File: src/fnp_pkg.sv
package fnp_pkg;
   // Switch field layout
   localparam int ADDR_LSB = 0;
   localparam int ADDR_W = 6;
   localparam int RATE_SW_A = 6;
   localparam int RATE_SW_B = 7;
   // Bit-rate codes
   typedef enum logic [1:0] {
      FNP_RATE_125K = 2'h0,
      FNP_RATE_250K = 2'h1,
      FNP_RATE_500K = 2'h2,
      FNP_RATE_BAD = 2'h3
   } fnp_rate_e;
   // Object addressing
   localparam logic [7:0] IMG_CLASS = 8'h04;
   localparam logic [7:0] IN_INSTANCE = 8'h01;
   localparam logic [7:0] OUT_INSTANCE = 8'h15;
   localparam logic [7:0] IMG_ATTR = 8'h03;
   // Image fields
   localparam int SENSOR_LSB = 0;
   localparam int STATE_LSB = 4;
   // Valve-type selection
   typedef enum logic [1:0] {
      FNP_VT_RAW = 2'h0,
      FNP_VT_SINGLE = 2'h1,
      FNP_VT_DOUBLE = 2'h2,
      FNP_VT_SEAT = 2'h3
   } fnp_vtype_e;
   localparam logic [7:0] OUT_RESET = 8'h00;
   localparam logic [2:0] SAFE_RESET = 3'h0;
   // Master access kinds
   typedef enum logic [1:0] {
      FNP_ACC_NONE = 2'h0,
      FNP_ACC_READ = 2'h1,
      FNP_ACC_WRITE = 2'h3
   } fnp_acc_e;
endpackage : fnp_pkg

File: src/fnp_link_if.sv
`timescale 1ns/1ns
`default_nettype none
interface fnp_link_if;
   logic restart;
   logic cyclic;
   logic [1:0] access;
   logic [7:0] class_id;
   logic [7:0] instance_id;
   logic [7:0] attr_id;
   logic [7:0] wdata;
   logic [7:0] rdata;
   logic ack;
   logic err;
   logic online;
   modport node (input restart, cyclic, access, class_id, instance_id,
                 attr_id, wdata, output rdata, ack, err, online);
   modport master (output restart, cyclic, access, class_id, instance_id,
                   attr_id, wdata, input rdata, ack, err, online);
endinterface : fnp_link_if
`default_nettype wire

File: src/fnp_node.sv
// Functional notes
// Switches one to six form binary address.
// Switch off reads zero, on reads one.
// Switches seven, eight select 125/250/500 kbit/s.
// Switch changes apply only after restart.
// Power cycle or reset message reloads switches.
// One fixed input, one fixed output image.
// Master picks images via parameters or paths.
// Input image at class 4, instance 1, attribute 3.
// Output image at class 4, instance 21, attribute 3.
// Explicit messages read/write both images too; code refuses input image writes with err.
// Input bits 0-3 carry target signals a-d.
// Combined-state valve types zero bits 0-3.
// Bits 4-7: closed, open, upper, lower lift.
// Raw-signal valve type zeroes bits 4-7.
// Output bits 0-2 drive pilots; 3-7 ignored.
// Zero means off, one means on.
// Bus loss drives pilots to safe state.
// Both rate switches on keeps node off bus.
`timescale 1ns/1ns
`default_nettype none
module fnp_node (
   // Clock and reset
   input wire logic mclk_in,
   input wire logic rst_in,
   // Link to master
   fnp_link_if.node link,
   // Configuration switches and valve setup
   input wire logic [7:0] switch_in,
   input wire fnp_pkg::fnp_vtype_e vtype_in,
   input wire logic [2:0] safe_state_in,
   input wire logic bus_ok_in,
   // Sensor and valve state
   input wire logic [3:0] target_in,
   input wire logic [3:0] valve_state_in,
   // Latched configuration
   output logic [5:0] node_addr_out,
   output fnp_pkg::fnp_rate_e rate_out,
   output logic cfg_valid_out,
   // Pilot drive
   output logic main_stroke_pilot_out,
   output logic upper_seat_pilot_out,
   output logic lower_seat_pilot_out
);
   logic [5:0] addr_ff;
   fnp_pkg::fnp_rate_e rate_ff;
   logic load_ff;
   logic [7:0] out_img_ff;
   logic [7:0] rdata_ff;
   logic ack_ff;
   logic err_ff;
   logic [2:0] pilot_ff;
   logic [7:0] in_img;
   logic is_in;
   logic is_out;

   // Decode rate switches into a rate code
   function automatic fnp_pkg::fnp_rate_e rate_dec(input logic a,
                                                   input logic b);
      case ({b, a})
         2'h0: rate_dec = fnp_pkg::FNP_RATE_125K;
         2'h1: rate_dec = fnp_pkg::FNP_RATE_250K;
         2'h2: rate_dec = fnp_pkg::FNP_RATE_500K;
         default: rate_dec = fnp_pkg::FNP_RATE_BAD;
      endcase
   endfunction : rate_dec

   ////////////////////////////////////////////////////////////////////////
   // Switch capture: one clock after reset release or on restart message
   always_ff @(posedge mclk_in or posedge rst_in) begin
      if (rst_in) begin
         load_ff <= 1'b1;
      end else begin
         load_ff <= link.restart;
      end
   end

   // Latch address and rate only on load
   always_ff @(posedge mclk_in or posedge rst_in) begin
      if (rst_in) begin
         addr_ff <= 6'h00;
         rate_ff <= fnp_pkg::FNP_RATE_BAD;
      end else if (load_ff) begin
         addr_ff <= switch_in[fnp_pkg::ADDR_LSB +: fnp_pkg::ADDR_W];
         rate_ff <= rate_dec(switch_in[fnp_pkg::RATE_SW_A],
                             switch_in[fnp_pkg::RATE_SW_B]);
      end
   end

   assign node_addr_out = addr_ff;
   assign rate_out = rate_ff;
   assign cfg_valid_out = (rate_ff != fnp_pkg::FNP_RATE_BAD) && !load_ff;
   assign link.online = cfg_valid_out;

   ////////////////////////////////////////////////////////////////////////
   // Input image packing with valve-type masks
   always_comb begin
      in_img = {valve_state_in, target_in};
      if (vtype_in != fnp_pkg::FNP_VT_RAW) begin
         in_img[fnp_pkg::SENSOR_LSB +: 4] = 4'h0;
      end else begin
         in_img[fnp_pkg::STATE_LSB +: 4] = 4'h0;
      end
   end

   // Object address decode
   always_comb begin
      is_in = 1'b0;
      is_out = 1'b0;
      if (link.class_id == fnp_pkg::IMG_CLASS &&
          link.attr_id == fnp_pkg::IMG_ATTR) begin
         if (link.instance_id == fnp_pkg::IN_INSTANCE) begin
            is_in = 1'b1;
         end else if (link.instance_id == fnp_pkg::OUT_INSTANCE) begin
            is_out = 1'b1;
         end
      end
   end

   ////////////////////////////////////////////////////////////////////////
   // Output image store, written by cyclic or explicit write
   always_ff @(posedge mclk_in or posedge rst_in) begin
      if (rst_in) begin
         out_img_ff <= fnp_pkg::OUT_RESET;
      end else if (cfg_valid_out && is_out &&
                   link.access == fnp_pkg::FNP_ACC_WRITE) begin
         out_img_ff <= link.wdata;
      end
   end

   // Read answer, one cycle after request
   always_ff @(posedge mclk_in or posedge rst_in) begin
      if (rst_in) begin
         rdata_ff <= 8'h00;
         ack_ff <= 1'b0;
         err_ff <= 1'b0;
      end else begin
         ack_ff <= cfg_valid_out && link.access != fnp_pkg::FNP_ACC_NONE;
         err_ff <= cfg_valid_out && link.access != fnp_pkg::FNP_ACC_NONE &&
                   !(is_in || is_out) ||
                   (cfg_valid_out && is_in &&
                    link.access == fnp_pkg::FNP_ACC_WRITE);
         if (link.access == fnp_pkg::FNP_ACC_READ && is_in) begin
            rdata_ff <= in_img;
         end else if (link.access == fnp_pkg::FNP_ACC_READ && is_out) begin
            rdata_ff <= out_img_ff;
         end else begin
            rdata_ff <= 8'h00;
         end
      end
   end

   assign link.rdata = rdata_ff;
   assign link.ack = ack_ff;
   assign link.err = err_ff;

   ////////////////////////////////////////////////////////////////////////
   // Pilot drive: image bits 0-2, safe state on bus loss
   always_ff @(posedge mclk_in or posedge rst_in) begin
      if (rst_in) begin
         pilot_ff <= fnp_pkg::SAFE_RESET;
      end else if (!bus_ok_in || !cfg_valid_out) begin
         pilot_ff <= safe_state_in;
      end else begin
         pilot_ff <= out_img_ff[2:0];
      end
   end

   assign main_stroke_pilot_out = pilot_ff[0];
   assign upper_seat_pilot_out = pilot_ff[1];
   assign lower_seat_pilot_out = pilot_ff[2];
endmodule : fnp_node
`default_nettype wire

File: src/flat_wrapper.sv
// flat-port wrapper written by rule: the top's interface ports become plain ports
module fnp_node_flat 
  (mclk_in, rst_in, switch_in, vtype_in, safe_state_in, bus_ok_in, target_in, valve_state_in, node_addr_out, rate_out, cfg_valid_out, main_stroke_pilot_out, upper_seat_pilot_out, lower_seat_pilot_out, link_restart, link_cyclic, link_access, link_class_id, link_instance_id, link_attr_id, link_wdata, link_rdata, link_ack, link_err, link_online);
  fnp_link_if link_i ();
  input wire logic mclk_in;
  input wire logic rst_in;
  input wire logic [7:0] switch_in;
  input wire fnp_pkg::fnp_vtype_e vtype_in;
  input wire logic [2:0] safe_state_in;
  input wire logic bus_ok_in;
  input wire logic [3:0] target_in;
  input wire logic [3:0] valve_state_in;
  output logic [5:0] node_addr_out;
  output fnp_pkg::fnp_rate_e rate_out;
  output logic cfg_valid_out;
  output logic main_stroke_pilot_out;
  output logic upper_seat_pilot_out;
  output logic lower_seat_pilot_out;
  input wire logic [$bits(link_i.restart)-1:0] link_restart;
  input wire logic [$bits(link_i.cyclic)-1:0] link_cyclic;
  input wire logic [$bits(link_i.access)-1:0] link_access;
  input wire logic [$bits(link_i.class_id)-1:0] link_class_id;
  input wire logic [$bits(link_i.instance_id)-1:0] link_instance_id;
  input wire logic [$bits(link_i.attr_id)-1:0] link_attr_id;
  input wire logic [$bits(link_i.wdata)-1:0] link_wdata;
  output wire logic [$bits(link_i.rdata)-1:0] link_rdata;
  output wire logic [$bits(link_i.ack)-1:0] link_ack;
  output wire logic [$bits(link_i.err)-1:0] link_err;
  output wire logic [$bits(link_i.online)-1:0] link_online;
  assign link_i.restart = link_restart;
  assign link_i.cyclic = link_cyclic;
  assign link_i.access = link_access;
  assign link_i.class_id = link_class_id;
  assign link_i.instance_id = link_instance_id;
  assign link_i.attr_id = link_attr_id;
  assign link_i.wdata = link_wdata;
  assign link_rdata = link_i.rdata;
  assign link_ack = link_i.ack;
  assign link_err = link_i.err;
  assign link_online = link_i.online;
  fnp_node u_core (.mclk_in(mclk_in), .rst_in(rst_in), .link(link_i), .switch_in(switch_in), .vtype_in(vtype_in), .safe_state_in(safe_state_in), .bus_ok_in(bus_ok_in), .target_in(target_in), .valve_state_in(valve_state_in), .node_addr_out(node_addr_out), .rate_out(rate_out), .cfg_valid_out(cfg_valid_out), .main_stroke_pilot_out(main_stroke_pilot_out), .upper_seat_pilot_out(upper_seat_pilot_out), .lower_seat_pilot_out(lower_seat_pilot_out));
endmodule
File: config.mk
export PLATFORM = sky130hd
export DESIGN_NAME = fnp_node_flat
export DESIGN_NICKNAME = d
export VERILOG_FILES = /design/src/fnp_pkg.sv /design/src/fnp_link_if.sv /design/src/fnp_node.sv /design/src/flat_wrapper.sv
export SDC_FILE = /design/constraint.sdc
export NUM_CORES = 1
export LEC_CHECK = 0
export ABC_AREA = 1
export BUFFER_PORTS_ARGS = -buffer_cell sky130_fd_sc_hd__buf_2
export CAP_MARGIN = 10
export CORE_ASPECT_RATIO = 0.7
export CORE_MARGIN = 2
export CORE_UTILIZATION = 25
export DETAILED_ROUTE_END_ITERATION = 10
export GPL_ROUTABILITY_DRIVEN = 0
export PLACE_DENSITY_LB_ADDON = 0.3
export SYNTH_ARGS = -nofsm -noshare
export SYNTH_HDL_FRONTEND = slang
export SYNTH_SLANG_ARGS = --single-unit
File: constraint.sdc
create_clock -name mclk_in -period 3 [get_ports mclk_in]
set_input_delay 0.6 -clock mclk_in [delete_from_list [all_inputs] [get_ports mclk_in]]
set_output_delay 0.6 -clock mclk_in [all_outputs]
set_load 0.1 [all_outputs]
Yosys cells after proc, flatten, opt, wreduce, memory -nomap -nowiden
Cells that the tools add are included.
{ "word_totals": {"reg_bits": 30, "input_bits": 60, "output_inout_bits": 23, "word_cells": 48} }
{ "op_classes": {"n_eq_ne": 9, "muxes": 11, "reduce_logical": 20} }
{ "ops": {"columns": ["op", "count"], "rows": [
  ["$mux 8", 2],
  ["$logic_and 1x1->1", 10],
  ["$eq 8x1->1 const B", 1],
  ["$eq 8x2->1 const B", 1],
  ["$eq 8x3->1 const B", 1],
  ["$eq 8x5->1 const B", 1],
  ["$mux 4", 2],
  ["$pmux 2 s3", 1],
  ["$mux 1", 5],
  ["$eq 2x1->1 const B", 2],
  ["$eq 2x2->1 const B", 2],
  ["$logic_not 1->1", 4],
  ["$reduce_bool 2->1", 2],
  ["$logic_or 1x1->1", 3],
  ["$mux 3", 1],
  ["$logic_not 2->1", 1],
  ["$ne 2x2->1 const B", 1]
]} }

Depth between registers and ports, before layout
{ "depth": {"word_depth": 8, "ltp_mapped": 9, "depth_no_buf": 9} }

Worst setup path after synthesis
Ideal clock, no wire load.
{ "synth_timing": {"path_type": "register to output", "start": "register u_core.rate_ff[0] (netlist: u_core.rate_out[0])", "end": "output link_online", "arrival_time_ns": 1.995, "t_required_ns": 2.400, "slack_ns": 0.405, "stages_incl_launch_ff": 5, "path_buffers": 1, "cell_sequence": "dfstp_2 > nor2_2 > nor2_2 > inv_1 > buf_4"} }
{ "synth_via": {"elab_chain_len": 2} }
{ "synth_lines": {"columns": ["element", "line", "rtl"], "rows": [
  ["start, declared", "fnp_node.sv:46", "fnp_pkg::fnp_rate_e rate_ff;"],
  ["start signal, assigned", "fnp_node.sv:82", "rate_ff <= fnp_pkg::FNP_RATE_BAD;"],
  ["start signal, assigned", "fnp_node.sv:85", "rate_ff <= rate_dec(switch_in[fnp_pkg::RATE_SW_A],"],
  ["$ne 2x2->1", "fnp_node.sv:92", "assign cfg_valid_out = (rate_ff != fnp_pkg::FNP_RATE_BAD) && !load_ff;"],
  ["$logic_and 1x1->1", "fnp_node.sv:92", null],
  ["end, declared", "flat_wrapper.sv:29", "output wire logic [$bits(link_i.online)-1:0] link_online;"]
]} }
Every way passes these cells.

Final worst setup path
{ "layout_timing": {"start": "register u_core.load_ff", "end": "output cfg_valid_out"} }
{ "layout_via": {"elab_chain_len": 2} }
{ "layout_lines": {"columns": ["element", "line", "rtl"], "rows": [
  ["start, declared", "fnp_node.sv:47", "logic load_ff;"],
  ["start signal, assigned", "fnp_node.sv:74", "load_ff <= link.restart;"],
  ["$logic_not 1->1", "fnp_node.sv:92", null],
  ["$logic_and 1x1->1", "fnp_node.sv:92", null],
  ["end, declared", "flat_wrapper.sv:15", "output logic cfg_valid_out;"]
]} }
Every way passes these cells.

==> impl_metrics.env <==
export IMPL_outcome="completed"
export IMPL_crit_reg_reg_startpoint="u_core.load_ff"
export IMPL_detailed_placement_hpwl_microns=2950
export IMPL_antenna_diode_count=0
export IMPL_multi_input_area_sq_um=616
export IMPL_worst_r2r_cell_count=7
export IMPL_critical_path_endpoint_type="primary output"
export IMPL_postRouteWirelength_microns=3560
export IMPL_die_w_microns=95.6
export IMPL_seqCellArea_sq_um=754
export IMPL_portBuffers=81
export IMPL_floorplan_rows=23
export IMPL_timing_setup_tns_ps=0
export IMPL_clock_path_buffers=2
export IMPL_postSynthNetCount=230
export IMPL_holdPathEnd="u_core.load_ff"
export IMPL_critical_path_top_cell_by_count="nor2_2"
export IMPL_post_route_drc_count=0
export IMPL_synthDistinctLibCells=20
export IMPL_unrepaired_setup_endpoints_after_global_routing="no"
export IMPL_final_setup_skew_ps=3.53
export IMPL_holdBufCountCts=0
export IMPL_cts_sinks=30
export IMPL_syn_cell_area_sq_mm=0.00147
export IMPL_gr_total_overflow=0
export IMPL_first_pass_grt_wire_length_microns=5670
export IMPL_dr_pass1_iters=4
export IMPL_total_setup_violations_reported_at_the_end_of_the_flow=0
export IMPL_cts_htree_levels=2
export IMPL_floorplan_initialDensity_pct=25.8
export IMPL_worst_slew_pin_slew_ps=737
export IMPL_cts_resizes=0
export IMPL_drive_gt1_share_pct=43.2
export IMPL_max_slew_margin_pct=50.8
export IMPL_ioPinCount=83
export IMPL_cp_slowest_stage_delay_ps=660
export IMPL_drv_slew=0
export IMPL_detail_route_iter0_violations=16
export IMPL_num_fill_cells=626
export IMPL_whs_path_depth=1
export IMPL_timing_critical_path_fanout_max=10
export IMPL_core_area_sq_mm=0.00570
export IMPL_dieArea_sq_mm=0.00651
export IMPL_worst_setup_path_type="reg2out"
export IMPL_crit_reg2reg_capture="u_core.out_img_ff[4]"
export IMPL_root_buffer="clkbuf_8"
export IMPL_post_route_period_util_pct=76.4
export IMPL_worst_hold_path_type="in2reg"
export IMPL_antenna_found_initial=0
export IMPL_ys_warn_count=0
export IMPL_min_cycle_time_layout_ps=2290
export IMPL_vias=1300
export IMPL_synth_ff_latch_count=30
export IMPL_crit_chain="nor2_2 -> nor2_2 -> inv_1 -> buf_2"
export IMPL_drt_vias_per_instance=3.92
export IMPL_cp_slowest_cell="dfstp_2"
export IMPL_post_cts_setup_buffer_count=0
export IMPL_die_height_microns=68.1
export IMPL_clk_insertion_delay_late_ps=270
export IMPL_powerDensity_mw_per_mm2=479
export IMPL_vias_in_the_first_global_route=1237
export IMPL_vdd_ir_drop_worst_v=0.000156
export IMPL_pin_count_of_the_biggest_net_entering_global_routing=20
export IMPL_cap_viol_max_count=0
export IMPL_worstSetupStartpointType="register"
export IMPL_global_route_usage_total_pct=11.5
export IMPL_hp_start="link_restart"
export IMPL_cp_data_required_time_ps=2400
export IMPL_yosysSeqAreaShare_pct=51.4
export IMPL_reg2reg_slack_ps=1570
export IMPL_numCtsBuffers=5
export IMPL_num_nets_final=317
export IMPL_detail_route_antenna_nets=0
export IMPL_tritoncts="built"
export IMPL_clk_pin_slew_worst_paths_ps=60
export IMPL_mean_instance_size_in_the_synthesized_netlist_sq_um=8.63
export IMPL_arrival_ps=1690
export IMPL_area_delta_synth_final_pct=38.4
export IMPL_leakage_uw=0.00119
export IMPL_hold_viol_final=0
export IMPL_synth_cells=170
export IMPL_dp_cells=325
export IMPL_final_cell_count_no_fill=332
export IMPL_wl_per_cell_microns=10.7
export IMPL_achievable_frequency_ghz=0.437
[through the flow]
stage	worst slack [ps]	hold WS (ps)	area [sq um]	total power [uW]	utilization, %
6_report	709	436	2030	973	35.7
5_1_grt	580	416	2030	1020	35.7
4_1_cts	656	424	2030	991	35.7
3_5_place_dp	958	462	1960	694	34.3
3_3_place_gp	977	459	1960	691	34.3
2_1_floorplan	405	442	1470	627	-
[worst max-delay path by stage]
stage | start | endpoint | slack [ps] | depth (start not counted)
after floorplan | u_core.rate_out[0] | link_online | 400 | 4
after global placement | u_core.load_ff | link_online | 980 | 4
after detailed placement | u_core.load_ff | cfg_valid_out | 960 | 4
after CTS | u_core.load_ff | cfg_valid_out | 660 | 4
after global routing | u_core.load_ff | link_online | 580 | 4
final | u_core.load_ff | cfg_valid_out | 710 | 4
[layer usage]
layer,GRT usage [%],up-vias,part of all wire [%]
li1,-,706,-
met1,15.9,557,50
met2,16.4,33,42
met3,4.19,4,7.4
met4,4.29,0,1.2
met5,0,-,0
[state kept, by name, summed over array words and instances, names as in the netlist]
name	cells
u_core.link.rdata	8
u_core.out_img_ff	8
u_core.node_addr_out	6
u_core.pilot_ff	3
u_core.rate_out	2
u_core.link.ack	1
u_core.link.err	1
u_core.load_ff	1
[worst max-delay path, delay by kind of cell, from the launching register on]
| family | cells | cell delay, ps |
|---|---|---|
| flops | 1 | 660 |
| buf+inv | 2 | 460 |
| simple gates | 2 | 300 |
[area by class of cell]
| type | instances | area share, % |
|---|---|---|
| inverters | 21 | 3.88 |
| flip-flops and latches | 30 | 37.1 |
| repair buffers | 82 | 20.3 |
| well taps | 75 | 4.62 |
| clock buffers | 7 | 3.76 |
| multi-input cells | 117 | 30.3 |
[cell usage after synthesis, drive strengths merged]
library cell / n / area share (%)
a21oi: 3 / 1.0
buf: 2 / 1.3
dfrtp: 27 / 46
dfstp: 3 / 5.4
inv: 21 / 5.4
mux2: 6 / 4.6
nand2: 64 / 16
nand3: 7 / 3.6
nand4: 9 / 4.3
nor2: 26 / 11
nor3: 1 / 1.1
o21ai: 1 / 0.34
[cells by family (layout without fill, tap and decap cells)]
family	Yosys count	after routing	synth area share, %
compound gates	4	4	1.36
simple gates	107	107	36.0
buf+inv	23	110	6.65
mux	6	6	4.60
flops	30	30	51.4
[power breakdown]
| part | switching (uW) | total, uW | leakage [uW] | internal (uW) |
|---|---|---|---|---|
| logic | 195 | 252 | 0.000765 | 56.7 |
| clock network | 130 | 289 | 0.0000383 | 159 |
| registers | 8.30 | 432 | 0.000387 | 424 |
| total | 333 | 973 | 0.00119 | 640 |
[cell usage in the layout (no fill, tap or decap), drive strengths merged]
master and count:
buf 82, nand2 64, dfrtp 27, nor2 26
inv 21, nand4 9, nand3 7, clkbuf 7
mux2 6, a21oi 3, dfstp 3, nor3 1
o21ai 1
Power figures use the tool's default switching activity.
